<file path="src/pkg/p1sd_pkg.sv">
// constants for the port 1 soft-strap default loader
//
// Overview of operation
// - speed strap sets rate select bit default: low 10 Mbps, high 100 Mbps, tie-off high
// - speed strap also sets 10BASE-T advertise bits 6 and 5 and operating field
// - duplex strap sets duplex mode bit default: low half, high full, tie-off high
// - duplex strap also sets 10BASE-T full-duplex advertise bit 6 and operating field
// - backpressure strap sets port 1 backpressure enable default; tie-off high
// - pause strap sets both transmit and receive pause enable defaults; tie-off high
// - strap pause enables apply only while manual pause selection is in effect
// - straps captured once the settle count reaches SETTLE_CYCLES after hardware reset release; loader values replace them when present
// - soft reset or reload without loader reverts to captured values, no re-sampling
package p1sd_pkg;
   localparam int STRAP_W = 4;
   localparam int S_SPEED = 3;
   localparam int S_DUPLEX = 2;
   localparam int S_BP = 1;
   localparam int S_PAUSE = 0;
   localparam logic [3:0] STRAP_TIEOFF = 4'hF;
   localparam logic [1:0] SETTLE_CYCLES = 2'h3;
   // register byte offsets
   localparam logic [7:0] OFS_BASIC = 8'h00;
   localparam logic [7:0] OFS_ADV = 8'h04;
   localparam logic [7:0] OFS_SPECIAL = 8'h08;
   localparam logic [7:0] OFS_MANUAL = 8'h0C;
   localparam logic [7:0] OFS_STATUS = 8'h10;
   // field positions
   localparam int B_RATE = 13;
   localparam int B_DUPLEX = 8;
   localparam int B_ADV_10FD = 6;
   localparam int B_ADV_10HD = 5;
   localparam int B_MODE_LO = 5;
   localparam int B_RXP = 0;
   localparam int B_TXP = 1;
   localparam int B_BP = 2;
   localparam int B_MSEL = 3;
   localparam int B_OVR = 4;
   localparam logic MANUAL_SEL_RST = 1'b0;
   localparam logic [1:0] RESP_OKAY = 2'h0;
   localparam logic [1:0] RESP_SLVERR = 2'h2;
   typedef enum logic [2:0] {REG_BASIC, REG_ADV, REG_SPECIAL, REG_MANUAL, REG_STATUS, REG_NONE} p1sd_reg_t;
endpackage

</file>
<file path="src/rtl/p1sd_sync.sv">
// two-stage synchroniser for strap pins
`timescale 1ns/1ps
module p1sd_sync #(
   parameter int WIDTH = 4,
   parameter logic [WIDTH-1:0] RST_VAL = '0
) (
   input wire logic aclk,
   input wire logic aresetn,
   input wire logic [WIDTH-1:0] d,
   output logic [WIDTH-1:0] q
);
   logic [WIDTH-1:0] meta_r;
   always_ff @(posedge aclk) begin
      if (!aresetn) begin
         meta_r <= RST_VAL;
         q <= RST_VAL;
      end else begin
         meta_r <= d;
         q <= meta_r;
      end
   end
endmodule // p1sd_sync

</file>
<file path="src/rtl/p1sd_top.sv">
// port 1 soft-strap defaults with axi4-lite register access
`timescale 1ns/1ps
module p1sd_top
   import p1sd_pkg::*;
#(
   parameter int ADDR_W = 8
) (
   input wire logic aclk,
   input wire logic aresetn,
   input wire logic [STRAP_W-1:0] strap_pins,
   input wire logic eeprom_present,
   input wire logic eeprom_load,
   input wire logic [STRAP_W-1:0] eeprom_straps,
   input wire logic soft_reload,
   input wire logic aneg_tx_pause,
   input wire logic aneg_rx_pause,
   input wire logic [ADDR_W-1:0] s_axi_awaddr,
   input wire logic s_axi_awvalid,
   output logic s_axi_awready,
   input wire logic [31:0] s_axi_wdata,
   input wire logic [3:0] s_axi_wstrb,
   input wire logic s_axi_wvalid,
   output logic s_axi_wready,
   output logic [1:0] s_axi_bresp,
   output logic s_axi_bvalid,
   input wire logic s_axi_bready,
   input wire logic [ADDR_W-1:0] s_axi_araddr,
   input wire logic s_axi_arvalid,
   output logic s_axi_arready,
   output logic [31:0] s_axi_rdata,
   output logic [1:0] s_axi_rresp,
   output logic s_axi_rvalid,
   input wire logic s_axi_rready,
   output logic rate_100_out,
   output logic full_duplex_out,
   output logic [2:0] phy_mode_out,
   output logic backpressure_out,
   output logic tx_pause_out,
   output logic rx_pause_out
);
   function automatic p1sd_reg_t decode(input logic [ADDR_W-1:0] a);
      case (a[7:0])
         OFS_BASIC: decode = REG_BASIC;
         OFS_ADV: decode = REG_ADV;
         OFS_SPECIAL: decode = REG_SPECIAL;
         OFS_MANUAL: decode = REG_MANUAL;
         OFS_STATUS: decode = REG_STATUS;
         default: decode = REG_NONE;
      endcase
   endfunction

   ////////////////////////////////////////////////////////////////////////////
   // strap capture and override
   logic [STRAP_W-1:0] pins_sync;
   logic [STRAP_W-1:0] latched_r, ee_r;
   logic [1:0] settle_r;
   logic captured_r, ovr_r, apply_r;
   wire capture = !captured_r && settle_r == SETTLE_CYCLES;
   wire ee_take = eeprom_load && eeprom_present;
   wire revert = soft_reload && !eeprom_present;
   wire [STRAP_W-1:0] eff = ovr_r ? ee_r : latched_r;

   p1sd_sync #(.WIDTH(STRAP_W), .RST_VAL(STRAP_TIEOFF)) u_sync (
      .aclk(aclk),
      .aresetn(aresetn),
      .d(strap_pins),
      .q(pins_sync)
   );

   always_ff @(posedge aclk) begin
      if (!aresetn) begin
         settle_r <= 2'h0;
         captured_r <= 1'b0;
         latched_r <= STRAP_TIEOFF;
         ee_r <= STRAP_TIEOFF;
         ovr_r <= 1'b0;
         apply_r <= 1'b0;
      end else begin
         if (!captured_r && settle_r != SETTLE_CYCLES)
            settle_r <= settle_r + 2'h1;
         if (capture) begin
            captured_r <= 1'b1;
            latched_r <= pins_sync;
         end
         if (ee_take) begin
            ee_r <= eeprom_straps;
            ovr_r <= 1'b1;
         end else if (revert)
            ovr_r <= 1'b0;
         apply_r <= capture || ee_take || soft_reload;
      end
   end

   ////////////////////////////////////////////////////////////////////////////
   // axi4-lite slave
   logic aw_held_r, w_held_r;
   logic [ADDR_W-1:0] awaddr_r;
   logic [31:0] wdata_r;
   logic [3:0] wstrb_r;
   wire aw_fire = s_axi_awvalid && s_axi_awready;
   wire w_fire = s_axi_wvalid && s_axi_wready;
   wire do_write = aw_held_r && w_held_r && !s_axi_bvalid;
   wire p1sd_reg_t wsel = decode(awaddr_r);
   wire p1sd_reg_t rsel = decode(s_axi_araddr);
   wire ar_fire = s_axi_arvalid && s_axi_arready;
   wire wr_basic = do_write && wsel == REG_BASIC && wstrb_r[1];
   wire wr_adv = do_write && wsel == REG_ADV && wstrb_r[0];
   wire wr_spec = do_write && wsel == REG_SPECIAL && wstrb_r[0];
   wire wr_man = do_write && wsel == REG_MANUAL && wstrb_r[0];

   always_ff @(posedge aclk) begin
      if (!aresetn) begin
         aw_held_r <= 1'b0;
         w_held_r <= 1'b0;
         awaddr_r <= '0;
         wdata_r <= 32'h0;
         wstrb_r <= 4'h0;
         s_axi_awready <= 1'b0;
         s_axi_wready <= 1'b0;
         s_axi_bvalid <= 1'b0;
         s_axi_bresp <= RESP_OKAY;
      end else begin
         if (aw_fire) begin
            aw_held_r <= 1'b1;
            awaddr_r <= s_axi_awaddr;
         end
         if (w_fire) begin
            w_held_r <= 1'b1;
            wdata_r <= s_axi_wdata;
            wstrb_r <= s_axi_wstrb;
         end
         s_axi_awready <= !aw_held_r && !aw_fire && !s_axi_bvalid;
         s_axi_wready <= !w_held_r && !w_fire && !s_axi_bvalid;
         if (do_write) begin
            aw_held_r <= 1'b0;
            w_held_r <= 1'b0;
            s_axi_bvalid <= 1'b1;
            s_axi_bresp <= (wsel == REG_NONE) ? RESP_SLVERR : RESP_OKAY;
         end else if (s_axi_bvalid && s_axi_bready)
            s_axi_bvalid <= 1'b0;
      end
   end

   ////////////////////////////////////////////////////////////////////////////
   // control bits: strap defaults load, then software owns them
   logic rate_r, duplex_r, adv_fd_r, adv_hd_r, bp_r, txp_r, rxp_r, msel_r;
   logic [2:0] mode_r;
   wire [2:0] mode_dflt = {1'b0, eff[S_SPEED], eff[S_DUPLEX]};

   always_ff @(posedge aclk) begin
      if (!aresetn) begin
         {rate_r, duplex_r} <= STRAP_TIEOFF[S_SPEED -: 2];
         adv_fd_r <= 1'b0;
         adv_hd_r <= 1'b0;
         mode_r <= {1'b0, STRAP_TIEOFF[S_SPEED -: 2]};
         bp_r <= STRAP_TIEOFF[S_BP];
         {txp_r, rxp_r} <= {2{STRAP_TIEOFF[S_PAUSE]}};
         msel_r <= MANUAL_SEL_RST;
      end else if (apply_r) begin
         rate_r <= eff[S_SPEED];
         duplex_r <= eff[S_DUPLEX];
         adv_hd_r <= !eff[S_SPEED];
         adv_fd_r <= !eff[S_SPEED] && eff[S_DUPLEX];
         mode_r <= mode_dflt;
         bp_r <= eff[S_BP];
         txp_r <= eff[S_PAUSE];
         rxp_r <= eff[S_PAUSE];
      end else begin
         if (wr_basic) begin
            rate_r <= wdata_r[B_RATE];
            duplex_r <= wdata_r[B_DUPLEX];
         end
         if (wr_adv) begin
            adv_fd_r <= wdata_r[B_ADV_10FD];
            adv_hd_r <= wdata_r[B_ADV_10HD];
         end
         if (wr_spec)
            mode_r <= wdata_r[B_MODE_LO +: 3];
         if (wr_man) begin
            bp_r <= wdata_r[B_BP];
            txp_r <= wdata_r[B_TXP];
            rxp_r <= wdata_r[B_RXP];
            msel_r <= wdata_r[B_MSEL];
         end
      end
   end

   ////////////////////////////////////////////////////////////////////////////
   // read path and applied outputs
   logic [31:0] rd_word;
   always_comb begin
      rd_word = 32'h0;
      case (rsel)
         REG_BASIC: begin
            rd_word[B_RATE] = rate_r;
            rd_word[B_DUPLEX] = duplex_r;
         end
         REG_ADV: begin
            rd_word[B_ADV_10FD] = adv_fd_r;
            rd_word[B_ADV_10HD] = adv_hd_r;
         end
         REG_SPECIAL: rd_word[B_MODE_LO +: 3] = mode_r;
         REG_MANUAL: rd_word[B_MSEL:0] = {msel_r, bp_r, txp_r, rxp_r};
         REG_STATUS: rd_word[B_OVR:0] = {ovr_r, latched_r};
         default: rd_word = 32'h0;
      endcase
   end

   always_ff @(posedge aclk) begin
      if (!aresetn) begin
         s_axi_arready <= 1'b0;
         s_axi_rvalid <= 1'b0;
         s_axi_rdata <= 32'h0;
         s_axi_rresp <= RESP_OKAY;
         rate_100_out <= 1'b0;
         full_duplex_out <= 1'b0;
         phy_mode_out <= 3'h0;
         backpressure_out <= 1'b0;
         tx_pause_out <= 1'b0;
         rx_pause_out <= 1'b0;
      end else begin
         s_axi_arready <= !s_axi_rvalid && !ar_fire;
         if (ar_fire) begin
            s_axi_rvalid <= 1'b1;
            s_axi_rdata <= rd_word;
            s_axi_rresp <= (rsel == REG_NONE) ? RESP_SLVERR : RESP_OKAY;
         end else if (s_axi_rvalid && s_axi_rready)
            s_axi_rvalid <= 1'b0;
         rate_100_out <= rate_r;
         full_duplex_out <= duplex_r;
         phy_mode_out <= mode_r;
         backpressure_out <= bp_r;
         tx_pause_out <= msel_r ? txp_r : aneg_tx_pause;
         rx_pause_out <= msel_r ? rxp_r : aneg_rx_pause;
      end
   end
endmodule // p1sd_top

</file>
<file path="config.mk">
export PLATFORM = sky130hd
export DESIGN_NAME = p1sd_top
export DESIGN_NICKNAME = d
export VERILOG_FILES = /design/src/pkg/p1sd_pkg.sv /design/src/rtl/p1sd_sync.sv /design/src/rtl/p1sd_top.sv
export SDC_FILE = /design/constraint.sdc
export NUM_CORES = 1
export LEC_CHECK = 0
export BUFFER_PORTS_ARGS = -buffer_cell sky130_fd_sc_hd__buf_2
export CORE_ASPECT_RATIO = 1.4
export CORE_MARGIN = 2
export CORE_UTILIZATION = 48
export DETAILED_ROUTE_END_ITERATION = 8
export PLACE_DENSITY = 0.76
export SLEW_MARGIN = 20
export SYNTH_ARGS = -nofsm -noshare
export SYNTH_HDL_FRONTEND = slang
export SYNTH_SLANG_ARGS = --single-unit
export TNS_END_PERCENT = 30
</file>
<file path="constraint.sdc">
create_clock -name aclk -period 2.21 [get_ports aclk]
set_input_delay 0 -clock aclk [delete_from_list [all_inputs] [get_ports aclk]]
set_output_delay 0 -clock aclk [all_outputs]
set_load 0.01 [all_outputs]
</file>
Yosys cells after proc, flatten, opt, wreduce, memory -nomap -nowiden
Index checks and enable logic that the tools add are counted.
W data, S select, Z words.
- bits of input ports: 72
- output and inout bits: 49
- register bits after elaboration: 85
- logic and storage cells: 145
- reduce and logical (&&, ||, !) cells: 51
- equality and inequality tests: 19
- add/subtract/negate cells: 1
- bitwise operators: 2
- multiplexer cells: 35
- operators with widths (operator ; count):
    $eq A8 B4 Y1 const B ; 4
    $pmux W3 S5 ; 2
    $mux W1 ; 26
    $logic_and A1 B1 Y1 ; 25
    $eq A8 B3 Y1 const B ; 2
    $eq A8 B5 Y1 const B ; 2
    $logic_not A8 Y1 ; 2
    $reduce_bool A2 Y1 ; 7
    $eq A3 B2 Y1 const B ; 4
    $logic_not A1 Y1 ; 10
    $eq A3 B3 Y1 const B ; 3
    $mux W2 ; 4
    $pmux W4 S2 ; 1
    $eq A3 B1 Y1 const B ; 2
    $logic_not A3 Y1 ; 2
    $mux W4 ; 1
    $pmux W2 S2 ; 1
    $reduce_or A2 Y1 ; 2
    $add A2 B1 Y2 const B ; 1
    $eq A2 B2 Y1 const B ; 1
    $logic_or A1 B1 Y1 ; 2
    $ne A2 B2 Y1 const B ; 1
    $not A1 Y1 ; 2
    $reduce_and A2 Y1 ; 1

Longest topological paths before layout
Gate-level depths: netlist of the first run.
- depth after elaboration: 7
- mapped depth: 5
- mapped depth without buffers: 4

Hierarchy
Synthesis of the first run repeated with hierarchy kept, for this count alone.
- cell total of the unflattened synthesis: 352
- area, all modules: 3250.6 um^2
- modules (own cells, without submodules) (module ; cells each ; area an instance (um^2) ; sequential area each (um^2) ; instances):
    p1sd_top ; 336 ; 3040.4 ; 1401.3 ; 1
    p1sd_sync ; 16 ; 210.2 ; 160.2 ; 1

Least setup slack after synthesis of the first run
OpenSTA, ideal clock, no wires.
- kind: reg-to-reg
- start: reg awaddr_r[0]
- end: reg rate_r
- cell stages (with the launch flop): 4
- clock period less this slack: 1.754 ns
- path buffers: 0
- setup slack: 0.456 ns
- data required time: 2.090 ns
- arrival time: 1.634 ns
- setup time: 0.120 ns
- path through: dfxtp_1 -> or4_4 -> o41a_1 -> a211o_1
- cells in the longest elaborated chain, start to end: 6
- elaborated cells between the ends (all ways): 10
- those cells by class: eq/ne (4); mux (1); reduce/logical (5)
- RTL lines (what ; RTL line ; source):
    start: declaration ; p1sd_top.sv:97 ; logic [ADDR_W-1:0] awaddr_r;
    start signal: assignment ; p1sd_top.sv:125 ; awaddr_r <= s_axi_awaddr;
    $eq A8 B5 Y1, or another cell as far along ; p1sd_top.sv:42 ; case (a[7:0])
    $pmux W3 S5 * ; p1sd_top.sv:42 ;
    $logic_not A3 Y1 * ; p1sd_top.sv:106 ; wire wr_basic = do_write && wsel == REG_BASIC && wstrb_r[1];
    $logic_and A1 B1 Y1 * (2 in series) ; p1sd_top.sv:106 ;
    $reduce_bool A2 Y1 (no source line) * ; n/a ;
    end signal: assignment ; p1sd_top.sv:152 ; {rate_r, duplex_r} <= STRAP_TIEOFF[S_SPEED -: 2];
    end signal: assignment ; p1sd_top.sv:160 ; rate_r <= eff[S_SPEED];
    end signal: assignment ; p1sd_top.sv:170 ; rate_r <= wdata_r[B_RATE];
    end: declaration ; p1sd_top.sv:146 ; logic rate_r, duplex_r, adv_fd_r, adv_hd_r, bp_r, txp_r, rxp_r, msel_r;
Every way passes the cells marked *; elsewhere a longest branch is shown, timed or not.
A chain may end at the register's enable or synchronous reset.

Worst setup path after layout of the first run
- start: reg awaddr_r[0]
- end: reg mode_r[0]
- cells in the longest elaborated chain, start to end: 6
- elaborated cells between the ends (all ways): 10
- those cells by class: eq/ne (5); mux (1); reduce/logical (4)
- RTL lines (what ; RTL line ; source):
    $eq A8 B5 Y1, or another cell as far along ; p1sd_top.sv:42 ;
    $pmux W3 S5 * ; p1sd_top.sv:42 ;
    $eq A3 B2 Y1 * ; p1sd_top.sv:108 ; wire wr_spec = do_write && wsel == REG_SPECIAL && wstrb_r[0];
    $logic_and A1 B1 Y1 * (2 in series) ; p1sd_top.sv:108 ;
    $reduce_bool A2 Y1 (no source line) * ; n/a ;
    end signal: assignment ; p1sd_top.sv:155 ; mode_r <= {1'b0, STRAP_TIEOFF[S_SPEED -: 2]};
    end signal: assignment ; p1sd_top.sv:164 ; mode_r <= mode_dflt;
    end signal: assignment ; p1sd_top.sv:178 ; mode_r <= wdata_r[B_MODE_LO +: 3];
    end: declaration ; p1sd_top.sv:147 ; logic [2:0] mode_r;
Marks and branches as above.

==> results.sh, run 1 <==
export IMPL_outcome="finished clean"
export IMPL_post_cts_resized=0
export IMPL_gp_congestion=0.767
export IMPL_crit_fanout=5
export IMPL_worstPathRequired_ps=2440
export IMPL_synth_top_family_by_area="simple AND/OR/NAND/NOR gates"
export IMPL_synthXorXnorAreaFrac=0.00278
export IMPL_cts_buffer_depth=2
export IMPL_synth_compound_area_frac=0.128
export IMPL_grt_pass1_wl_um=11200
export IMPL_wl_um=6810
export IMPL_grt_overflow_total=0
export IMPL_die_y_um=99.9
export IMPL_cp_slowest_cell="or4_4"
export IMPL_slew_violations=0
export IMPL_synth_area_top_cells="dfxtp_1, nand2_1, a21oi_1, buf_4, mux2i_1"
export IMPL_post_route_period_util=0.835
export IMPL_regArea_um2=1560
export IMPL_fillers=530
export IMPL_dr_pass1_iters=4
export IMPL_fin_tns_setup_ps=0
export IMPL_ys_warnings_count=0
export IMPL_h_tree_depth=3
export IMPL_crit_family="simple AND/OR/NAND/NOR gates"
export IMPL_cts_hold_buf=33
export IMPL_antenna_found_initial=0
export IMPL_max_freq_ghz=0.542
export IMPL_cts_setup_buffers=0
export IMPL_yosys_top_cells_count="dfxtp_1, nand2_1, a21oi_1"
export IMPL_cp_start_kind="flip-flop"
export IMPL_io_buffers=71
export IMPL_finalSetupViolCount=0
export IMPL_p_per_area_nw_per_um2=792
export IMPL_synth_seq_area_share=0.495
export IMPL_clock_skew_final_ps=7.23
export IMPL_synth_edf_count=0
export IMPL_cts_sinks=78
export IMPL_worst_pin_slew_ps=566
export IMPL_hp_class="input pin to flip-flop"
export IMPL_viasPerCell=5.08
export IMPL_yosys_area_share_simple=0.238
export IMPL_ios=121
export IMPL_hold_viol_final=0
export IMPL_rows=34
export IMPL_synth_top_area_share=0.495
export IMPL_grtUsageTotal=0.198
export IMPL_first_iter_violations=99
export IMPL_final_area_um2=4040
export IMPL_syn_to_final_growth_pct=28.0
export IMPL_drive_above_1_share=0.211
export IMPL_clock_latency_ps=340
export IMPL_relSlewSlack=0.622
export IMPL_netlist_instances=351
export IMPL_layout_min_cycle_time_ps=1840
export IMPL_synth_distinct_cells=44
export IMPL_wl_per_cell_um=12.9
export IMPL_path_clk_slew_ps=80
export IMPL_grt_max_degree=33
export IMPL_synth_ff_type="dfxtp_1"
export IMPL_drcViolationCount=0
export IMPL_diodes=0
export IMPL_crit_path_end_kind="flip-flop"
export IMPL_ant_nets=0
export IMPL_crit_chain="or4_4, nor4_4, nor4b_1, nor3_1"
export IMPL_die_w_um=72.5
export IMPL_max_stage_delay_ps=600
export IMPL_crit_type="flip-flop to flip-flop"
export IMPL_grt_pass1_vias=2561
export IMPL_cts_root_buffer="clkbuf_8"
export IMPL_syn_area_um2=3150
export IMPL_syn_mean_instance_area_um2=8.99
export IMPL_die_area_um2=7240
export IMPL_core_area_um2=6300
export IMPL_placedInstanceArea_um2=3470
export IMPL_power_leakage_nw=1.69
export IMPL_yosysMostFrequentCell="dfxtp_1"
export IMPL_maxCapViolations=0
export IMPL_vdd_drop_max_mv=0.484
export IMPL_multi_input_area_um2=1420
export IMPL_vias=2682
export IMPL_ys_ff_latch=78
export IMPL_hpwl_um=4670
export IMPL_rsz0062_at_grt="false"
export IMPL_crit_buf_inv=0
export IMPL_final_nets=525
export IMPL_cts_buffers=9
export IMPL_yosysTopAreaCell="dfxtp_1"
export IMPL_start_util=0.501
export IMPL_final_util=0.641
export IMPL_worst_ep_arrival_time_ps=2070
export IMPL_synth_fa_ha_area_frac=0.00397
export IMPL_synth_async_reset_ratio=0
export IMPL_cts_tree="yes"
export IMPL_synthMuxAreaShare=0.0476
final timing paths:
| check | startpoint | to | slack (ps) | depth (start not counted) |
|---|---|---|---|---|
| hold reg to reg | u_sync.meta_r[0]$_SDFF_PN1_ | u_sync.q[0]$_SDFF_PN1_ | 410 | 1 |
| setup / recovery | awaddr_r[0]$_SDFFE_PN0P_ | mode_r[0]$_SDFFE_PN1P_ | 370 | 4 |
| setup reg to reg | awaddr_r[0]$_SDFFE_PN0P_ | mode_r[0]$_SDFFE_PN1P_ | 370 | 4 |
| hold / removal | s_axi_araddr[4] | s_axi_rresp[1]$_SDFFE_PN0P_ | 30 | 3 |
report_power, final:
group,internal (mW),switching (mW),leakage [nW],total (mW)
clock,0.774,0.486,0.119,1.26
combinational,0.183,0.203,0.934,0.386
sequential,1.49,0.0614,0.640,1.55
sequential cells by signal (all words and copies together) (netlist names), 2 cells and up:
register and count:
s_axi_rdata 10, wdata_r 9, awaddr_r 8, ee_r 4, latched_r 4, u_sync.meta_r 4
u_sync.q 4, mode_r 3, phy_mode_out 3, settle_r 2, wstrb_r 2
per-layer routing:
layer / vias to the layer above / track usage / part of all wire
li1: 1350 / - / -
met1: 1246 / 0.215 / 0.43
met2: 76 / 0.364 / 0.51
met3: 10 / 0.0402 / 0.045
met4: 0 / 0.0840 / 0.016
met5: - / 0 / 0
worst register-to-register path, cell delays in order, from the launching register on:
cell     delay [ps]
dfxtp_1         320
or4_4           600
nor4_4          420
nor4b_1         310
nor3_1           90
per-stage QoR:
step	setup slack, ps	power, mW	hold WS [ps]	std cells
after floorplan	456	1.84	101	374
after global placement	408	1.91	186	480
after detailed placement	376	1.93	188	480
after CTS	353	3.21	9.35	528
after global routing	220	3.33	33.6	528
final	365	3.20	26.1	528
cells by family after synthesis:
group	after synthesis
multiplexers	15
buffers and inverters	46
AND/OR/NAND/NOR	144
other	1
XOR/XNOR	1
adder cells (fa/ha/maj)	1
AO/OA/AOI/OAI	65
flip-flops	78
area by class of cell:
class                      count  share of cell area
clock buffer                  11              0.0350
inverter                       5             0.00465
sequential                    78               0.387
timing repair buffer         108               0.177
tap                           72              0.0223
multi-input combinational    250               0.350
clock inverter                 4              0.0236
cells in the final DEF (no fill, tap or decap), types with 4 or more instances in the layout:
cell,instances
nor2_1,23
buf_2,71
conb_1,24
a211oi_1,4
nand3b_1,4
a22oi_1,4
nand3_1,6
dlygate4sd3_1,33
buf_4,4
nor3_1,6
mux2i_1,15
clkbuf_8,10
nor2b_1,5
o21ai_0,7
nand2_1,65
inv_1,5
and2_1,9
nand2b_1,10
a21oi_1,36
dfxtp_1,78
a32o_1,4
Note: power is estimated with default switching activity, not from simulation.
==> run 2, diff against run 1 <==
--- a/config.mk
+++ b/config.mk
@@ -8,9 +8,9 @@
 export BUFFER_PORTS_ARGS = -buffer_cell sky130_fd_sc_hd__buf_2
 export CORE_ASPECT_RATIO = 1.4
 export CORE_MARGIN = 2
-export CORE_UTILIZATION = 48
+export CORE_UTILIZATION = 44
 export DETAILED_ROUTE_END_ITERATION = 8
-export PLACE_DENSITY = 0.76
+export PLACE_DENSITY = 0.73
 export SLEW_MARGIN = 20
 export SYNTH_ARGS = -nofsm -noshare
 export SYNTH_HDL_FRONTEND = slang
==> constraint.sdc (replaced) <==
create_clock -name aclk -period 1.6 [get_ports aclk]
set_input_delay 0 -clock aclk [delete_from_list [all_inputs] [get_ports aclk]]
set_output_delay 0 -clock aclk [all_outputs]
set_load 0.01 [all_outputs]
==> run 2 against run 1 <==
Net effect: the run now ends with setup timing left; combinational power grew 46%; critical endpoint is now rate_r$_SDFFE_PN1P_; register-to-register slack lost 510 ps; critical path depth shrank 1; first-iteration DRC count shrank 18%; design area grew 3.5%; worst hold slack lost 8.0 ps.
==> results.sh, run 2 (synthesized netlist as in run 1, its figures left out) <==
export IMPL_fillers=639
export IMPL_crit_fanout=5
export IMPL_finalSetupViolCount=9
export IMPL_worstPathRequired_ps=1850
export IMPL_first_iter_violations=81
export IMPL_clock_skew_final_ps=9.80
export IMPL_cp_start_kind="flip-flop"
export IMPL_post_route_period_util=1.09
export IMPL_crit_family="compound AO/OA/AOI/OAI gates"
export IMPL_drcViolationCount=0
export IMPL_p_int_mw=3.48
export IMPL_drive_above_1_share=0.230
export IMPL_core_area_um2=6940
export IMPL_crit_path_end_kind="flip-flop"
export IMPL_largest_reg_flops=10
export IMPL_wl_per_cell_um=12.7
export IMPL_viasPerCell=4.88
export IMPL_diodes=0
export IMPL_setup_slack_ps=-149
export IMPL_cts_setup_buffers=0
export IMPL_cts_buffers=9
export IMPL_antenna_found_initial=0
export IMPL_cts_root_buffer="clkbuf_8"
export IMPL_power_leakage_nw=1.76
export IMPL_hold_viol_final=0
export IMPL_wl_um=7150
export IMPL_netSwitchingPower_mw=1.04
export IMPL_regMostFlops="s_axi_rdata"
export IMPL_path_clk_slew_ps=80
export IMPL_reg2reg_depth=3
export IMPL_p_seq_frac=0.473
export IMPL_layout_commonest_cell="dfxtp_1"
export IMPL_crit_buf_inv=0
export IMPL_cts_sinks=78
export IMPL_max_stage_delay_ps=600
export IMPL_worst_pin_slew_ps=502
export IMPL_slew_violations=0
export IMPL_preCtsSetupSlack_ps=-155
export IMPL_dr_pass1_iters=5
export IMPL_vdd_drop_max_mv=0.735
export IMPL_grt_max_degree=32
export IMPL_violations="setup timing"
export IMPL_r2r_end="rate_r$_SDFFE_PN1P_"
export IMPL_clock_power_share=0.403
export IMPL_maxCapViolations=0
export IMPL_outcome="finished with violations"
export IMPL_relSlewSlack=0.664
export IMPL_clock_latency_ps=350
export IMPL_grt_pass1_vias=2637
export IMPL_start_util=0.455
export IMPL_die_w_um=75.6
export IMPL_gp_congestion=0.782
export IMPL_cts_buffer_depth=2
export IMPL_r2r_setup_slack_ps=-150
export IMPL_rsz0062_at_grt="true"
export IMPL_cp_slowest_cell="or4_4"
export IMPL_syn_to_final_growth_pct=32.4
export IMPL_crit_start="awaddr_r[1]$_SDFFE_PN0P_"
export IMPL_largestRegisters="s_axi_rdata x10, wdata_r x9, awaddr_r x8"
export IMPL_layout_cells_most_common_list="dfxtp_1, buf_2, nand2_1"
export IMPL_switching_share=0.230
export IMPL_crit_type="flip-flop to flip-flop"
export IMPL_io_buffers=71
export IMPL_final_nets=535
export IMPL_vias=2738
export IMPL_cts_tree="yes"
export IMPL_r2r_start="awaddr_r[1]$_SDFFE_PN0P_"
export IMPL_grtUsageTotal=0.193
export IMPL_ios=121
export IMPL_p_total_mw=4.53
export IMPL_ant_nets=0
export IMPL_grt_pass1_wl_um=11600
export IMPL_die_area_um2=7870
export IMPL_hpwl_um=4880
export IMPL_h_tree_depth=3
export IMPL_worst_ep_arrival_time_ps=2000
export IMPL_p_per_area_nw_per_um2=1080
export IMPL_hp_class="input pin to flip-flop"
export IMPL_max_freq_ghz=0.572
export IMPL_whs_path_depth=3
export IMPL_min_to="adv_fd_r$_SDFFE_PN0P_"
export IMPL_layout_min_cycle_time_ps=1750
export IMPL_grt_overflow_total=0
export IMPL_crit_chain="or4_4, o41a_1, a211o_1"
export IMPL_pwr_share_comb=0.124
export IMPL_fin_hold_ws_ps=18.1
export IMPL_rows=36
export IMPL_die_y_um=104
export IMPL_hp_start="aresetn"
## run 2: changes by cell type in the layout (fill, tap and decap cells not counted)
cell,change
clkbuf_8,+2
nor4_4,+1
nor4b_1,-1
nor4_2,-1
clkbuf_1,-1
dlygate4sd3_1,+1
nor4b_2,+1
clkinv_2,-1
buf_4,+9
## run 2: power by group through the flow
| stage | clock (mW) | combinational (mW) | sequential, mW |
|---|---|---|---|
| finish | 1.82 | 0.563 | 2.14 |
| global placement | 0 | 0.480 | 2.18 |
| global route | 1.94 | 0.632 | 2.15 |
| floorplan | 0 | 0.366 | 2.17 |
| CTS | 1.84 | 0.561 | 2.14 |
| detailed placement | 0 | 0.493 | 2.18 |
## run 2: worst max path at each step
| stage | slack (ps) | cells after the start | to |
|---|---|---|---|
| detailed placement | -150 | 5 | adv_hd_r$_SDFFE_PN0P_ |
| CTS | -140 | 3 | rate_r$_SDFFE_PN1P_ |
| global route | -170 | 3 | rate_r$_SDFFE_PN1P_ |
| floorplan | -80 | 3 | rate_r$_SDFFE_PN1P_ |
| global placement | -100 | 3 | rate_r$_SDFFE_PN1P_ |
| finish | -150 | 3 | rate_r$_SDFFE_PN1P_ |
## run 2: through the flow
step / area (µm²) / instances / util / TNS, ps
2_1_floorplan: 3240 / 374 / - / -234
3_3_place_gp: 3570 / 512 / 0.514 / -326
3_5_place_dp: 3570 / 512 / 0.514 / -668
4_1_cts: 4170 / 561 / 0.601 / -803
5_1_grt: 4180 / 561 / 0.602 / -1020
6_report: 4180 / 561 / 0.602 / -415
## run 2: area by class of cell
type	instances	area, µm²	area share
sequential	78	1560	0.374
multi-input combinational	250	1430	0.342
timing repair buffer	118	793	0.190
clock buffer	12	165	0.0395
tap	95	119	0.0285
clock inverter	3	90.1	0.0216
inverter	5	18.8	0.00449
## run 2: per-layer routing
metal	global-route usage	vias up	wire length [µm]
li1	-	1370	-
met1	0.211	1261	2890
met2	0.333	89	3690
met3	0.0514	18	357
met4	0.0915	0	208
met5	0	-	0
## run 2: worst reg2reg max path, cell delays in order (launching register included)
cell	delay, ps
dfxtp_1	310
or4_4	600
o41a_1	460
a211o_1	270
## run 2: repair_timing
action,CTS,global route
hold buffers,34,0
resized for setup,1,1
endpoints found under the setup margin,11,11
pin swaps,1,4
endpoints found under the hold margin,34,0
==> run 3, diff against run 2 <==
--- a/config.mk
+++ b/config.mk
@@ -8,11 +8,13 @@
 export BUFFER_PORTS_ARGS = -buffer_cell sky130_fd_sc_hd__buf_2
 export CORE_ASPECT_RATIO = 1.4
 export CORE_MARGIN = 2
-export CORE_UTILIZATION = 44
+export CORE_UTILIZATION = 51
+export CTS_BUF_LIST = sky130_fd_sc_hd__clkbuf_8
 export DETAILED_ROUTE_END_ITERATION = 8
-export PLACE_DENSITY = 0.73
+export PLACE_DENSITY = 0.79
 export SLEW_MARGIN = 20
 export SYNTH_ARGS = -nofsm -noshare
 export SYNTH_HDL_FRONTEND = slang
+export SYNTH_HIERARCHICAL = 1
 export SYNTH_SLANG_ARGS = --single-unit
 export TNS_END_PERCENT = 30
==> constraint.sdc (replaced) <==
create_clock -name aclk -period 2 [get_ports aclk]
set_input_delay 0 -clock aclk [delete_from_list [all_inputs] [get_ports aclk]]
set_output_delay 0 -clock aclk [all_outputs]
set_load 0.01 [all_outputs]
==> run 3 against run 2 <==
Net effect: the flow now finishes without violations; global-route usage is 1.2 points higher; via count fell by 2.4%; die area decreased by 11%; cell count decreased by 5.9%; utilization rose by 5.4 points; synthesized area grew 3.1%; sequential cell count is the same; sequential share of layout area grew 0.92 points; clock skew grew 1.7 ps; largest cell class unchanged; critical path depth increased by 1; synthesized cell count rose by 0.28%.
==> results.sh, run 3 <==
export IMPL_setup_slack_ps=159
export IMPL_hold_viol_final=0
export IMPL_relSlewSlack=0.561
export IMPL_post_cts_resized=0
export IMPL_vdd_drop_max_mv=0.429
export IMPL_ys_ff_latch=78
export IMPL_wl_um=6840
export IMPL_drive_above_1_share=0.213
export IMPL_crit_path_end_kind="flip-flop"
export IMPL_ys_warnings_count=6
export IMPL_layout_commonest_cell="dfxtp_1"
export IMPL_grt_max_degree=44
export IMPL_outcome="finished clean"
export IMPL_slew_violations=0
export IMPL_drcViolationCount=0
export IMPL_cp_start_kind="flip-flop"
export IMPL_grt_pass1_vias=2566
export IMPL_die_area_um2=7040
export IMPL_hpwl_um=4710
export IMPL_crit_type="flip-flop to flip-flop"
export IMPL_routed_wl_met3_um=396
export IMPL_highest_layer="met4"
export IMPL_p_per_area_nw_per_um2=795
export IMPL_wl_met1_um=2810
export IMPL_syn_mean_instance_area_um2=9.23
export IMPL_rsz0062_at_grt="false"
export IMPL_max_stage_delay_ps=590
export IMPL_syn_area_um2=3250
export IMPL_fin_hold_ws_ps=11.6
export IMPL_synth_seq_area_share=0.480
export IMPL_met2_length_um=3490
export IMPL_crit_family="simple AND/OR/NAND/NOR gates"
export IMPL_wl_per_cell_um=12.9
export IMPL_hp_class="input pin to flip-flop"
export IMPL_maxCapViolations=0
export IMPL_synth_top_area_share=0.480
export IMPL_synth_ff_type="dfxtp_1"
export IMPL_finalSetupViolCount=0
export IMPL_power_leakage_nw=1.73
export IMPL_cts_setup_buffers=0
export IMPL_clock_skew_final_ps=11.5
export IMPL_cts_buffer_depth=2
export IMPL_largest_reg_flops=10
export IMPL_synth_area_top_cells="dfxtp_1, nand2_1, a21boi_0, mux2i_1, buf_4"
export IMPL_synth_edf_count=0
export IMPL_layout_cells_most_common_list="dfxtp_1, buf_2, nand2_1"
export IMPL_place_inst=480
export IMPL_gp_congestion=0.744
export IMPL_grt_overflow_total=0
export IMPL_synth_async_reset_ratio=0
export IMPL_final_nets=524
export IMPL_synth_distinct_cells=45
export IMPL_cts_sinks=78
export IMPL_fin_tns_setup_ps=0
export IMPL_clock_latency_ps=350
export IMPL_worstPathRequired_ps=2220
export IMPL_die_y_um=98.5
export IMPL_final_util=0.657
export IMPL_ant_nets=0
export IMPL_worst_pin_slew_ps=659
export IMPL_cts_root_buffer="clkbuf_8"
export IMPL_die_w_um=71.5
export IMPL_viasPerCell=5.06
export IMPL_diodes=0
export IMPL_dr_pass1_iters=4
export IMPL_cts_buffers=9
export IMPL_antenna_found_initial=0
export IMPL_core_area_um2=6210
export IMPL_ios=121
export IMPL_regMostFlops="s_axi_rdata"
export IMPL_post_route_period_util=0.920
export IMPL_start_util=0.523
export IMPL_crit_buf_inv=0
export IMPL_cp_slowest_cell="or4_4"
export IMPL_crit_chain="or4_4, nor4_4, mux2i_1, o21ai_1"
export IMPL_layout_min_cycle_time_ps=1840
export IMPL_grt_pass1_wl_um=11400
export IMPL_yosysMostFrequentCell="dfxtp_1"
export IMPL_grtUsageTotal=0.206
export IMPL_preCtsSetupSlack_ps=168
export IMPL_r2r_setup_slack_ps=160
export IMPL_worst_ep_arrival_time_ps=2060
export IMPL_netlist_instances=352
export IMPL_cts_tree="yes"
export IMPL_crit_fanout=5
export IMPL_io_buffers=71
export IMPL_largestRegisters="s_axi_rdata x10, wdata_r x9, awaddr_r x8"
export IMPL_path_clk_slew_ps=80
export IMPL_cts_hold_buf=32
export IMPL_syn_to_final_growth_pct=25.4
export IMPL_vias=2671
export IMPL_max_freq_ghz=0.543
export IMPL_yosysTopAreaCell="dfxtp_1"
export IMPL_first_iter_violations=88
export IMPL_yosys_top_cells_count="dfxtp_1, nand2_1, a21boi_0"
export IMPL_final_cells=528
export IMPL_rows=34
export IMPL_h_tree_depth=3
run 3: cell types whose count changed in the layout (fill, tap and decap cells not counted), sizes merged, moves of 3 or more:
cell / delta
a211oi: -5
a21boi: +28
a21oi: -29
buf: -10
bufinv: -3
clkinv: +4
mux2i: +3
nand2: +4
nor2: -11
nor2b: +8
o21a: +3
run 3: logic make-up after synthesis:
logic type | share of synthesized area
AOI/OAI and AO/OA | 0.147
adders and majority gates | 0.00385
muxes | 0.0589
DFF | 0.480
buffers and inverters | 0.0801
and+or+nand+nor | 0.226
other | 0.00115
xor gates and xnor gates | 0.00269
run 3: cell type report:
cell class              instances  area [µm²]
clock inverters                 4        20.0
inverters                       4        15.0
well taps                      72        90.1
fillers                       526        2130
repair buffers                106         711
multi-input cells             252        1520
clock buffers                  12         165
flip-flops and latches         78        1560
run 3: metal layers:
layer	up-vias	track usage
met5	-	0
met2	85	0.362
met4	0	0.0827
met1	1232	0.231
li1	1343	-
met3	11	0.0562
run 3: tightest hold or removal path: cells and delay by family:
kind,cells,cell delay [ps]
AO/OA/AOI/OAI,2,230
buffers and inverters,1,90
run 3: path summary, 6_finish.rpt:
| kind | from | endpoint | cells after the start |
|---|---|---|---|
| worst max-delay path | awaddr_r[5]$_SDFFE_PN0P_ | txp_r$_SDFFE_PN1P_ | 4 |
| worst min-delay path | eeprom_present | ovr_r$_SDFFE_PN0P_ | 3 |
| worst max register to register | awaddr_r[5]$_SDFFE_PN0P_ | txp_r$_SDFFE_PN1P_ | 4 |
| worst min register to register | u_sync/meta_r[1]$_SDFF_PN1_ | u_sync/q[1]$_SDFF_PN1_ | 1 |
run 3: per-stage QoR:
step / power, mW / cell area [µm²]
after floorplan: 2.04 / 3340
after CTS: 3.26 / 4080
after global routing: 3.42 / 4080
after detailed placement: 2.14 / 3570
after global placement: 2.12 / 3570
final: 3.24 / 4080
run 3: power by group:
group	internal, mW	switching (mW)	total [mW]
registers	1.65	0.0727	1.72
logic	0.215	0.217	0.432
clock network	0.544	0.541	1.09
total	2.41	0.831	3.24
